--- src/core/async_ext_pkg.sv ---
// Package with register map, field positions and carrier types of the serial extension block.
package async_ext_pkg;
	localparam int unsigned NUM_CHANNELS = 2;
	localparam int unsigned TC_WIDTH     = 16;
	localparam int unsigned DIV_WIDTH    = TC_WIDTH + 2;

	// Word offsets on the register bus (byte addresses).
	localparam logic [7:0] OFF_EXT0       = 8'h00;
	localparam logic [7:0] OFF_EXT1       = 8'h04;
	localparam logic [7:0] OFF_CTRL_B0    = 8'h08;
	localparam logic [7:0] OFF_CTRL_B1    = 8'h0C;
	localparam logic [7:0] OFF_TCONST0    = 8'h10;
	localparam logic [7:0] OFF_TCONST1    = 8'h14;
	localparam logic [7:0] OFF_IRQ_STATUS = 8'h18;
	localparam logic [7:0] OFF_IRQ_ENABLE = 8'h1C;
	localparam logic [7:0] OFF_IRQ_CLEAR  = 8'h20;
	localparam logic [7:0] OFF_SYS_CFG    = 8'h24;
	localparam logic [7:0] OFF_STATUS0    = 8'h28;

	// Extension control register fields.
	localparam int unsigned EXT_CARRIER_DIS = 6;
	localparam int unsigned EXT_CTS_DIS     = 5;
	localparam int unsigned EXT_SINGLE_RATE = 4;
	localparam int unsigned EXT_BRG_MODE    = 3;
	localparam int unsigned EXT_BREAK_EN    = 2;
	localparam int unsigned EXT_BREAK_DET   = 1;
	localparam int unsigned EXT_SEND_BREAK  = 0;
	localparam logic [7:0]  EXT0_WMASK      = 8'h7D;
	localparam logic [7:0]  EXT1_WMASK      = 8'h1D;
	localparam logic [7:0]  EXT_RESET       = 8'h00;

	// Control register B fields: speed select, divide ratio, clear-to-send level.
	localparam int unsigned CTRLB_SS_LSB   = 0;
	localparam int unsigned CTRLB_DR       = 3;
	localparam int unsigned CTRLB_CTS      = 5;
	localparam logic [2:0]  SS_EXTERNAL    = 3'h7;
	localparam logic [3:0]  CTRLB_RESET    = 4'h7;

	// System configuration fields.
	localparam int unsigned CFG_EDGE_SEL   = 0;
	localparam int unsigned CFG_CTS_SEL    = 5;
	localparam int unsigned CFG_IO_STOP    = 7;
	localparam logic [7:0]  CFG_WMASK      = 8'hA1;

	// Channel 0 status fields.
	localparam int unsigned STAT_CARRIER   = 2;
	localparam int unsigned STAT_TX_EMPTY  = 1;

	// Interrupt status bits.
	localparam int unsigned IRQ_CARRIER    = 0;
	localparam int unsigned IRQ_BREAK0     = 1;
	localparam int unsigned IRQ_BREAK1     = 2;
	localparam int unsigned IRQ_BITS       = 3;

	// Clock division figures.
	localparam logic [DIV_WIDTH-1:0] PRESCALE_LOW   = 18'h0_000A;
	localparam logic [DIV_WIDTH-1:0] PRESCALE_HIGH  = 18'h0_001E;
	localparam logic [DIV_WIDTH-1:0] TC_OFFSET      = 18'h0_0002;
	localparam logic [5:0]           OVERSAMPLE_LOW  = 6'h0F;
	localparam logic [5:0]           OVERSAMPLE_HIGH = 6'h3F;

	// Oldest received character as presented by the receive queue.
	typedef struct packed {
		logic       valid;
		logic       framing_error;
		logic [7:0] data;
	} rx_char_t;

	// Per channel clock enables toward the serial engine.
	typedef struct packed {
		logic baud_tick;
		logic bit_tick;
	} clock_ticks_t;
endpackage

--- src/core/async_serial_extension_ctrl.sv ---
// Extension control of two asynchronous serial channels with a Wishbone register slave.
//
// Notes on behaviour
// - With carrier-detect chosen and carrier auto-enable on, a high carrier input holds receiver 0 in reset.
// - With carrier auto-enable switched off, the carrier input never holds the receiver.
// - The carrier level is always readable in channel 0 status and its rising edge raises the carrier interrupt.
// - With clear-to-send chosen and its auto-enable on, a high clear-to-send input forces channel 0 transmit-empty low.
// - With clear-to-send auto-enable off the input leaves the transmitter alone, and its level is always readable.
// - In single rate mode the baud clock is used directly as the bit clock, the peer syncing data to it.
// - Otherwise the baud clock is divided by 16 or 64 by the divide ratio bit.
// - In prescaler mode the system clock is divided by 10 or 30 and then by two to the speed select.
// - In time constant mode the system clock is divided by twice the sum of the constant and two.
// - With break enable set the receiver reports breaks and the transmitter sends them on command.
// - Break detect sets when an all-zero character with a framing error becomes the oldest entry.
// - Break detect clears on error flag reset, reset, I/O stop, and for channel 0 under carrier hold.
// - Send break with break enable drives the transmit output low for as long as software keeps it.
// - Send break resets to zero, and then the transmit pin carries the normal serial output.
// - Every bit of both extension registers clears on reset.
`timescale 1ns/1ns
module async_serial_extension_ctrl #(
	parameter int unsigned NUM_CHANNELS = async_ext_pkg::NUM_CHANNELS
) (
	input  wire logic                          i_clock,
	input  wire logic                          i_reset_n,
	input  wire logic                          i_wb_cyc,
	input  wire logic                          i_wb_stb,
	input  wire logic                          i_wb_we,
	input  wire logic [7:0]                    i_wb_adr,
	input  wire logic [3:0]                    i_wb_sel,
	input  wire logic [31:0]                   i_wb_dat,
	output logic      [31:0]                   o_wb_dat,
	output logic                               o_wb_ack,
	input  wire logic                          i_carrier_detect_in,
	input  wire logic                          i_clear_to_send_in,
	input  wire logic [NUM_CHANNELS-1:0]       i_async_serial_clock_pin,
	output logic      [NUM_CHANNELS-1:0]       o_async_serial_clock_pin,
	output logic      [NUM_CHANNELS-1:0]       o_async_serial_clock_oe,
	output logic      [NUM_CHANNELS-1:0]       o_async_tx_out,
	input  wire logic [NUM_CHANNELS-1:0]       i_tx_serial,
	input  wire logic [NUM_CHANNELS-1:0]       i_tx_holding_empty_raw,
	output logic      [NUM_CHANNELS-1:0]       o_tx_holding_empty,
	input  async_ext_pkg::rx_char_t [NUM_CHANNELS-1:0] i_rx_char,
	input  wire logic [NUM_CHANNELS-1:0]       i_error_flag_reset,
	output logic                               o_rx0_hold_reset,
	output logic                               o_carrier_rise,
	output async_ext_pkg::clock_ticks_t [NUM_CHANNELS-1:0] o_ticks,
	output logic                               o_irq
);
	localparam int unsigned DW = async_ext_pkg::DIV_WIDTH;
	localparam int unsigned TW = async_ext_pkg::TC_WIDTH;

	generate
		if (NUM_CHANNELS != 2) begin : g_bad_channels
			$error("async_serial_extension_ctrl supports exactly two channels");
		end
	endgenerate

	// Full divisor of the baud generator in system clock cycles.
	function automatic logic [DW-1:0] baud_divisor(input logic [2:0] ss, input logic dr,
		input logic brg, input logic [TW-1:0] tc);
		logic [DW-1:0] pre;
		pre = dr ? async_ext_pkg::PRESCALE_HIGH : async_ext_pkg::PRESCALE_LOW;
		if (brg) begin
			baud_divisor = DW'({2'b00, tc} + async_ext_pkg::TC_OFFSET) << 1;
		end else begin
			baud_divisor = pre << ss;
		end
	endfunction

	// Pin synchroniser: stage one feeds only stage two.
	localparam int unsigned SYNC_W = NUM_CHANNELS + 2;
	logic [SYNC_W-1:0] sync1_q;
	logic [SYNC_W-1:0] sync2_q;
	always_ff @(posedge i_clock or negedge i_reset_n) begin
		if (!i_reset_n) begin
			sync1_q <= '0;
			sync2_q <= '0;
		end else begin
			sync1_q <= {i_async_serial_clock_pin, i_clear_to_send_in, i_carrier_detect_in};
			sync2_q <= sync1_q;
		end
	end

	wire       carrier_s = sync2_q[0];
	wire       cts_s     = sync2_q[1];
	wire [NUM_CHANNELS-1:0] cka_s = sync2_q[SYNC_W-1:2];
	logic      carrier_prev_q;
	logic [NUM_CHANNELS-1:0] cka_prev_q;

	// Software visible registers.
	logic [7:0]    ext_q     [NUM_CHANNELS];
	logic [3:0]    ctrlb_q   [NUM_CHANNELS];
	logic [TW-1:0] tconst_q  [NUM_CHANNELS];
	logic [7:0]    cfg_q;
	logic [async_ext_pkg::IRQ_BITS-1:0] irq_status_q;
	logic [async_ext_pkg::IRQ_BITS-1:0] irq_enable_q;
	logic          break_det_q [NUM_CHANNELS];
	logic [31:0]   rdata_q;
	logic          ack_q;

	// Bus decode.
	wire        bus_req    = i_wb_cyc & i_wb_stb;
	wire        wr_take    = bus_req & i_wb_we & ack_q & i_wb_sel[0];
	wire [7:0]  wdata      = i_wb_dat[7:0];
	wire [15:0] wdata16    = {i_wb_sel[1] ? i_wb_dat[15:8] : 8'h00, wdata};
	wire        wr_ext0    = wr_take & (i_wb_adr == async_ext_pkg::OFF_EXT0);
	wire        wr_ext1    = wr_take & (i_wb_adr == async_ext_pkg::OFF_EXT1);
	wire        wr_ctrlb0  = wr_take & (i_wb_adr == async_ext_pkg::OFF_CTRL_B0);
	wire        wr_ctrlb1  = wr_take & (i_wb_adr == async_ext_pkg::OFF_CTRL_B1);
	wire        wr_tc0     = wr_take & (i_wb_adr == async_ext_pkg::OFF_TCONST0);
	wire        wr_tc1     = wr_take & (i_wb_adr == async_ext_pkg::OFF_TCONST1);
	wire        wr_enable  = wr_take & (i_wb_adr == async_ext_pkg::OFF_IRQ_ENABLE);
	wire        wr_clear   = wr_take & (i_wb_adr == async_ext_pkg::OFF_IRQ_CLEAR);
	wire        wr_cfg     = wr_take & (i_wb_adr == async_ext_pkg::OFF_SYS_CFG);
	wire [NUM_CHANNELS-1:0] wr_ext   = {wr_ext1, wr_ext0};
	wire [NUM_CHANNELS-1:0] wr_ctrlb = {wr_ctrlb1, wr_ctrlb0};
	wire [NUM_CHANNELS-1:0] wr_tc    = {wr_tc1, wr_tc0};
	wire [7:0]  ext_wmask [NUM_CHANNELS];
	assign ext_wmask[0] = async_ext_pkg::EXT0_WMASK;
	assign ext_wmask[1] = async_ext_pkg::EXT1_WMASK;

	// Modem line gating on channel 0.
	wire io_stop      = cfg_q[async_ext_pkg::CFG_IO_STOP];
	wire carrier_auto = ~cfg_q[async_ext_pkg::CFG_EDGE_SEL]
		& ~ext_q[0][async_ext_pkg::EXT_CARRIER_DIS];
	wire carrier_hold = carrier_auto & carrier_s;
	wire cts_hold     = ~cfg_q[async_ext_pkg::CFG_CTS_SEL]
		& ~ext_q[0][async_ext_pkg::EXT_CTS_DIS] & cts_s;
	wire carrier_edge = carrier_s & ~carrier_prev_q;
	assign o_rx0_hold_reset = carrier_hold;
	assign o_carrier_rise   = carrier_edge;
	assign o_tx_holding_empty[0] = i_tx_holding_empty_raw[0] & ~cts_hold;
	assign o_tx_holding_empty[NUM_CHANNELS-1:1] = i_tx_holding_empty_raw[NUM_CHANNELS-1:1];

	// Event sources for the interrupt status.
	wire [NUM_CHANNELS-1:0] break_set;
	wire [NUM_CHANNELS-1:0] break_clr;
	wire [async_ext_pkg::IRQ_BITS-1:0] irq_events = {break_set[1], break_set[0], carrier_edge};
	wire [async_ext_pkg::IRQ_BITS-1:0] irq_clr_mask =
		wr_clear ? wdata[async_ext_pkg::IRQ_BITS-1:0] : '0;

	always_ff @(posedge i_clock or negedge i_reset_n) begin
		if (!i_reset_n) begin
			carrier_prev_q <= 1'b0;
			cka_prev_q     <= '0;
			cfg_q          <= '0;
			irq_status_q   <= '0;
			irq_enable_q   <= '0;
		end else begin
			carrier_prev_q <= carrier_s;
			cka_prev_q     <= cka_s;
			if (wr_cfg) begin
				cfg_q <= wdata & async_ext_pkg::CFG_WMASK;
			end
			if (wr_enable) begin
				irq_enable_q <= wdata[async_ext_pkg::IRQ_BITS-1:0];
			end
			irq_status_q <= (irq_status_q & ~irq_clr_mask) | irq_events;
		end
	end

	assign o_irq = |(irq_status_q & irq_enable_q);

	// Per channel registers, baud generator, bit clock, break logic and transmit output.
	genvar ch;
	generate
		for (ch = 0; ch < NUM_CHANNELS; ch++) begin : g_chan
			logic [DW-1:0] baud_cnt_q;
			logic [5:0]    over_cnt_q;
			logic          tx_q;
			logic          clk_out_q;
			wire [2:0]     ss       = ctrlb_q[ch][async_ext_pkg::CTRLB_SS_LSB +: 3];
			wire           dr       = ctrlb_q[ch][async_ext_pkg::CTRLB_DR];
			wire           ext_clk  = (ss == async_ext_pkg::SS_EXTERNAL);
			wire [DW-1:0]  divisor  = baud_divisor(ss, dr,
				ext_q[ch][async_ext_pkg::EXT_BRG_MODE], tconst_q[ch]);
			wire           int_tick = (baud_cnt_q >= divisor - DW'(1));
			wire           cka_rise = cka_s[ch] & ~cka_prev_q[ch];
			wire           baud_tick = ext_clk ? cka_rise : int_tick;
			wire [5:0]     over_max = dr ? async_ext_pkg::OVERSAMPLE_HIGH
				: async_ext_pkg::OVERSAMPLE_LOW;
			wire           single   = ext_q[ch][async_ext_pkg::EXT_SINGLE_RATE];
			wire           over_end = (over_cnt_q >= over_max);
			wire           brk_en   = ext_q[ch][async_ext_pkg::EXT_BREAK_EN];
			wire           send_brk = brk_en & ext_q[ch][async_ext_pkg::EXT_SEND_BREAK];
			wire           rx_zero  = (i_rx_char[ch].data == 8'h00);

			assign break_set[ch] = brk_en & i_rx_char[ch].valid
				& i_rx_char[ch].framing_error & rx_zero;
			assign break_clr[ch] = i_error_flag_reset[ch] | io_stop
				| ((ch == 0) ? carrier_hold : 1'b0);

			always_ff @(posedge i_clock or negedge i_reset_n) begin
				if (!i_reset_n) begin
					ext_q[ch]    <= async_ext_pkg::EXT_RESET;
					ctrlb_q[ch]  <= async_ext_pkg::CTRLB_RESET;
					tconst_q[ch] <= '0;
					break_det_q[ch] <= 1'b0;
				end else begin
					if (wr_ext[ch]) begin
						ext_q[ch] <= wdata & ext_wmask[ch];
					end
					if (wr_ctrlb[ch]) begin
						ctrlb_q[ch] <= wdata[3:0];
					end
					if (wr_tc[ch]) begin
						tconst_q[ch] <= wdata16;
					end
					// Hold-type clears win; a software clear loses to a new break.
					if (io_stop | ((ch == 0) & carrier_hold)) begin
						break_det_q[ch] <= 1'b0;
					end else if (break_set[ch]) begin
						break_det_q[ch] <= 1'b1;
					end else if (break_clr[ch]) begin
						break_det_q[ch] <= 1'b0;
					end
				end
			end

			always_ff @(posedge i_clock or negedge i_reset_n) begin
				if (!i_reset_n) begin
					baud_cnt_q <= '0;
					over_cnt_q <= '0;
					tx_q       <= 1'b1;
					clk_out_q  <= 1'b0;
				end else begin
					baud_cnt_q <= (ext_clk | int_tick) ? '0 : baud_cnt_q + DW'(1);
					clk_out_q  <= (baud_cnt_q < (divisor >> 1));
					if (single) begin
						over_cnt_q <= '0;
					end else if (baud_tick) begin
						over_cnt_q <= over_end ? 6'h00 : over_cnt_q + 6'h01;
					end
					tx_q <= send_brk ? 1'b0 : i_tx_serial[ch];
				end
			end

			assign o_ticks[ch].baud_tick = baud_tick;
			assign o_ticks[ch].bit_tick  = single ? baud_tick : (baud_tick & over_end);
			assign o_async_tx_out[ch]    = tx_q;
			assign o_async_serial_clock_pin[ch] = clk_out_q;
			assign o_async_serial_clock_oe[ch]  = ~ext_clk;
		end
	endgenerate

	// Read multiplexer.
	wire [7:0] ext_rd0 = {ext_q[0][7:2], break_det_q[0], ext_q[0][0]};
	wire [7:0] ext_rd1 = {ext_q[1][7:2], break_det_q[1], ext_q[1][0]};
	wire [7:0] ctrlb_rd0 = {2'b00, cts_s, 1'b0, ctrlb_q[0]};
	wire [7:0] ctrlb_rd1 = {4'h0, ctrlb_q[1]};
	wire [7:0] channel0_status_reg_rd = {5'h00, carrier_s, o_tx_holding_empty[0], 1'b0};
	logic [31:0] rd_mux;
	always_comb begin
		rd_mux = 32'h0000_0000;
		case (i_wb_adr)
			async_ext_pkg::OFF_EXT0:       rd_mux = {24'h00_0000, ext_rd0};
			async_ext_pkg::OFF_EXT1:       rd_mux = {24'h00_0000, ext_rd1};
			async_ext_pkg::OFF_CTRL_B0:    rd_mux = {24'h00_0000, ctrlb_rd0};
			async_ext_pkg::OFF_CTRL_B1:    rd_mux = {24'h00_0000, ctrlb_rd1};
			async_ext_pkg::OFF_TCONST0:    rd_mux = {16'h0000, tconst_q[0]};
			async_ext_pkg::OFF_TCONST1:    rd_mux = {16'h0000, tconst_q[1]};
			async_ext_pkg::OFF_IRQ_STATUS: rd_mux = {29'h0000_0000, irq_status_q};
			async_ext_pkg::OFF_IRQ_ENABLE: rd_mux = {29'h0000_0000, irq_enable_q};
			async_ext_pkg::OFF_SYS_CFG:    rd_mux = {24'h00_0000, cfg_q};
			async_ext_pkg::OFF_STATUS0:    rd_mux = {24'h00_0000, channel0_status_reg_rd};
			default:                       rd_mux = 32'h0000_0000;
		endcase
	end

	// Wishbone answer: ack one cycle after the request, dropped in the next cycle.
	always_ff @(posedge i_clock or negedge i_reset_n) begin
		if (!i_reset_n) begin
			ack_q   <= 1'b0;
			rdata_q <= 32'h0000_0000;
		end else begin
			ack_q <= bus_req & ~ack_q;
			if (bus_req & ~ack_q) begin
				rdata_q <= rd_mux;
			end
		end
	end

	assign o_wb_ack = ack_q;
	assign o_wb_dat = rdata_q;
endmodule // async_serial_extension_ctrl

--- config.mk ---
export PLATFORM = sky130hd
export DESIGN_NAME = async_serial_extension_ctrl
export DESIGN_NICKNAME = d
export VERILOG_FILES = /design/src/core/async_ext_pkg.sv /design/src/core/async_serial_extension_ctrl.sv
export SDC_FILE = /design/constraint.sdc
export NUM_CORES = 1
export LEC_CHECK = 0
export BUFFER_PORTS_ARGS = -buffer_cell sky130_fd_sc_hd__buf_4
export CAP_MARGIN = 10
export CORE_ASPECT_RATIO = 2
export CORE_MARGIN = 8
export CORE_UTILIZATION = 52
export CTS_BUF_LIST = sky130_fd_sc_hd__clkbuf_16
export DETAILED_ROUTE_END_ITERATION = 6
export GPL_TIMING_DRIVEN = 0
export PLACE_DENSITY = 0.85
export SLEW_MARGIN = 20
export SYNTH_ARGS = -nofsm -noshare
export SYNTH_HDL_FRONTEND = slang
export SYNTH_SLANG_ARGS = --single-unit
--- constraint.sdc ---
create_clock -name i_clock -period 3.9 [get_ports i_clock]
set_clock_uncertainty 0.2 [all_clocks]
set_input_delay 0.195 -clock i_clock [delete_from_list [all_inputs] [get_ports i_clock]]
set_output_delay 0.195 -clock i_clock [all_outputs]
set_load 0.02 [all_outputs]
==> impl_metrics.py <==
metrics = {
    "final_layout": {
        "final_area_um2": 13600,
        "regArea_um2": 3540,
        "num_antenna_cells": 0,
        "multiInputGateArea_um2": 6490,
        "drive_above_1_share": 0.312,
        "final_nets": 1505,
        "area_delta_synth_final_pct": 34.3,
        "fillers": 1301,
        "fin_util": 0.706,
    },
    "logic_synthesis": {
        "syn_avg_cell_area_um2": 9.24,
        "async_flop_share": 1.00,
        "yosysWarningCount": 0,
        "yosysTopAreaCellShare": 0.330,
        "synth_cells": 1093,
        "synth.distinct_cells": 98,
        "ys_seq_elements": 141,
        "netlist_area_um2": 10100,
        "yosysTopAreaCell": "dfrtp_1",
        "synth_area_leaders": "dfrtp_1 33%, ha_1 9.4%, nand2_1 4.6%",
        "seq_area_frac_synth": 0.350,
        "synth_edf_count": 0,
        "synthFlopType": "dfrtp_1",
    },
    "detailed_routing": {
        "vias": 9979,
        "routedWlPerCell_um": 21.5,
        "dr.pass1.iters": 5,
        "wirelength_um": 34900,
        "final_antenna_net_count": 0,
        "post-route-drc-count": 0,
        "drt-initial-drc-count": 742,
        "avgViaCountPerCell": 6.15,
    },
    "global_route": {
        "first_global_vias": 10400,
        "grt_pass1_wl_um": 51800,
        "grt-ovfl-total": 0,
        "grt_max_degree": 100,
        "antenna_found_initial": 0,
        "grt_use_total": 0.275,
    },
    "worst_setup_path": {
        "end_kind": "output pin",
        "start_kind": "flip-flop",
        "cp.required_ns": 3.50,
        "criticalPathCategory": "reg2out",
        "worstPathArrival_ns": 4.32,
        "cp_max_fo": 4,
    },
    "die": {
        "core_um2": 19200,
        "initial_core_util": 0.526,
        "chipWidth_um": 115,
        "rows": 72,
        "die_area_um2": 24400,
        "die_height_um": 213,
        "pin_count": 127,
    },
    "power": {
        "p_per_area_nw_per_um2": 316,
        "ir_drop_uv": 234,
        "p_leak_nw": 6.26,
    },
    "sta": {
        "fmax_mhz": 212,
        "slew_headroom": 0.508,
        "finalSetupTns_ns": -19.18,
        "setup_ws_ns": -0.816,
        "grt_setup_unrepaired": "yes",
        "hold_violations": 0,
        "setup_violations": 52,
        "final.period_utilization": 1.21,
        "worstMarginPinSlew_ns": 0.731,
        "whs_ns": 0.00913,
        "slew_violations": 0,
        "period_minus_slack_ns": 4.72,
    },
    "placed_design": {
        "gp_congestion": 0.913,
        "port_buffers": 88,
        "placed_area_um2": 11200,
        "dpl.hpwl_um": 22200,
    },
    "hold_path": {
        "hold_class": "in2reg",
    },
    "clock_tree": {
        "cts_tree": "built",
        "clockRootBuffer": "clkbuf_16",
        "clock_path_buffers": 2,
        "clock_latency_ns": 0.44,
        "cts_sinks": 141,
        "cts_buffers": 17,
        "clk_pin_slew_worst_paths_ns": 0.06,
        "htreeDepth": 4,
    },
    "job": {
        "drv_cap": 0,
    },
    "status": {
        "violations": "setup timing",
        "status": "complete, but fails checks",
    },
}
## path summary, 6_finish.rpt
kind | startpoint | end | slack (ns) | depth (start not counted)
max | ext_q[11] | o_ticks[0] | -0.82 | 19
min | i_wb_adr[1] | o_wb_dat[2] | 0.009 | 4
max reg2reg | ext_q[11] | g_chan[0].over_cnt_q[4] | -0.73 | 22
min reg2reg | sync1_q[3] | sync2_q[3] | 0.14 | 0
max in group asynchronous | i_reset_n | g_chan[0].baud_cnt_q[15] | 2.67 | 3
min in group asynchronous | i_reset_n | break_det_q[1] | 0.04 | 2
## power by group
| group | internal, W | switching (W) |
|---|---|---|
| Sequential | 0.00155 | 0.000152 |
| Clock | 0.00100 | 0.000684 |
| Combinational | 0.000424 | 0.000469 |
## critical path: stages, from the launching register on
cell and delay [ns]:
dfrtp_1 0.41, buf_6 0.14, buf_8 0.13, clkbuf_16 0.16
nor3_4 0.05, a21oi_4 0.16, ha_4 0.17, inv_4 0.04
a211oi_2 0.20, and4bb_2 0.33, nand2_4 0.09, nor4b_4 0.28
xor2_1 0.10, ha_1 0.31, and3_4 0.21, nand4_1 0.19
a211o_1 0.38, a21oi_4 0.20, a21boi_4 0.20, buf_6 0.13
## cells in the mapped netlist, types with 6 or more instances
library cell / n
a21o_1: 19
a21oi_1: 43
a22oi_1: 14
a31oi_1: 6
and2_1: 7
and3_1: 10
and4_1: 8
buf_2: 13
buf_4: 27
buf_6: 9
clkbuf_1: 18
dfrtp_1: 133
dfstp_2: 8
ha_1: 76
inv_1: 32
mux2_1: 8
mux2_2: 32
nand2_1: 123
nand2b_1: 15
nand3_1: 49
nand4_1: 20
nor2_1: 83
nor2b_1: 8
nor3_1: 22
nor4_1: 17
o21a_1: 6
o21ai_0: 55
or3_1: 7
xnor2_1: 48
xor2_1: 31
## cell usage in the layout, fill, tap and decap left out, types with 6 or more instances in the layout
cell type	netlist	final
a21o_1	19	19
a21oi_1	43	36
a21oi_2	3	7
a22oi_1	14	14
and3_1	10	9
and4_1	8	7
buf_2	13	9
buf_4	27	187
buf_6	9	29
clkbuf_1	18	15
clkbuf_16	0	19
conb_1	1	16
dfrtp_1	133	129
dfstp_2	8	8
dlygate4sd3_1	0	44
ha_1	76	72
inv_1	32	32
mux2_1	8	8
mux2_2	32	32
nand2_1	123	122
nand2b_1	15	15
nand3_1	49	47
nand4_1	20	20
nor2_1	83	70
nor2_2	2	13
nor2b_1	8	8
nor3_1	22	19
nor4_1	17	11
o21a_1	6	6
o21ai_0	55	52
or3_1	7	7
xnor2_1	48	44
xor2_1	31	30
## area by class of cell
cell class,count,area share
plain buffers,71,0.0421
inverters,34,0.00960
clock buffers,17,0.0314
multi-input cells,860,0.479
repair buffers,225,0.140
clock inverters,15,0.0128
well taps,259,0.0239
flip-flops and latches,141,0.261
## cells by family (layout without fill, tap and decap cells)
group / Yosys count / count (layout) / share of synthesized area
AND/OR/NAND/NOR: 421 / 421 / 0.221
AO/OA/AOI/OAI: 222 / 222 / 0.152
flip-flops: 141 / 141 / 0.350
adder cells (fa/ha/maj): 76 / 76 / 0.0942
multiplexers: 46 / 46 / 0.0523
buffers and inverters: 107 / 362 / 0.0611
XOR/XNOR: 79 / 79 / 0.0685
other: 1 / 16 / 0.000371
## registers in the layout (all words and copies together), names as in the netlist
signal,flops
sync2_q,4
tconst_q,32
sync1_q,4
ext_q,10
ctrlb_q,8
irq_enable_q,3
g_chan.clk_out_q,2
irq_status_q,3
cfg_q,3
o_wb_dat,16
break_det_q,2
g_chan.baud_cnt_q,36
g_chan.over_cnt_q,12
g_chan.tx_q,2
o_wb_ack,1
carrier_prev_q,1
cka_prev_q,2
## per-layer routing
| layer | vias up | track usage | wire length [um] |
|---|---|---|---|
| met3 | 197 | 0.0453 | 1720 |
| met4 | 0 | 0.235 | 2880 |
| li1 | 4428 | - | - |
| met2 | 479 | 0.520 | 19100 |
| met1 | 4875 | 0.243 | 11200 |
| met5 | - | 0 | 0 |
## timing repair
action | 4_1_cts | 5_1_grt
pin swaps | 29 | 29
hold buffers | 44 | 0
hold endpoints to repair | 198 | 0
setup endpoints to repair | 52 | 52
setup buffers | 61 | 31
cloned | 1 | 1
resized for setup | 73 | 62
## stage by stage
stage               std cells  power (W)  setup slack [ns]
global placement         1455    0.00237            -0.813
floorplan                1108    0.00213           0.00613
detailed placement       1456    0.00240            -0.929
CTS                      1592    0.00416            -0.707
finish                   1622    0.00428            -0.816
global route             1622    0.00442            -0.918
Power figures use the tool's default switching activity.
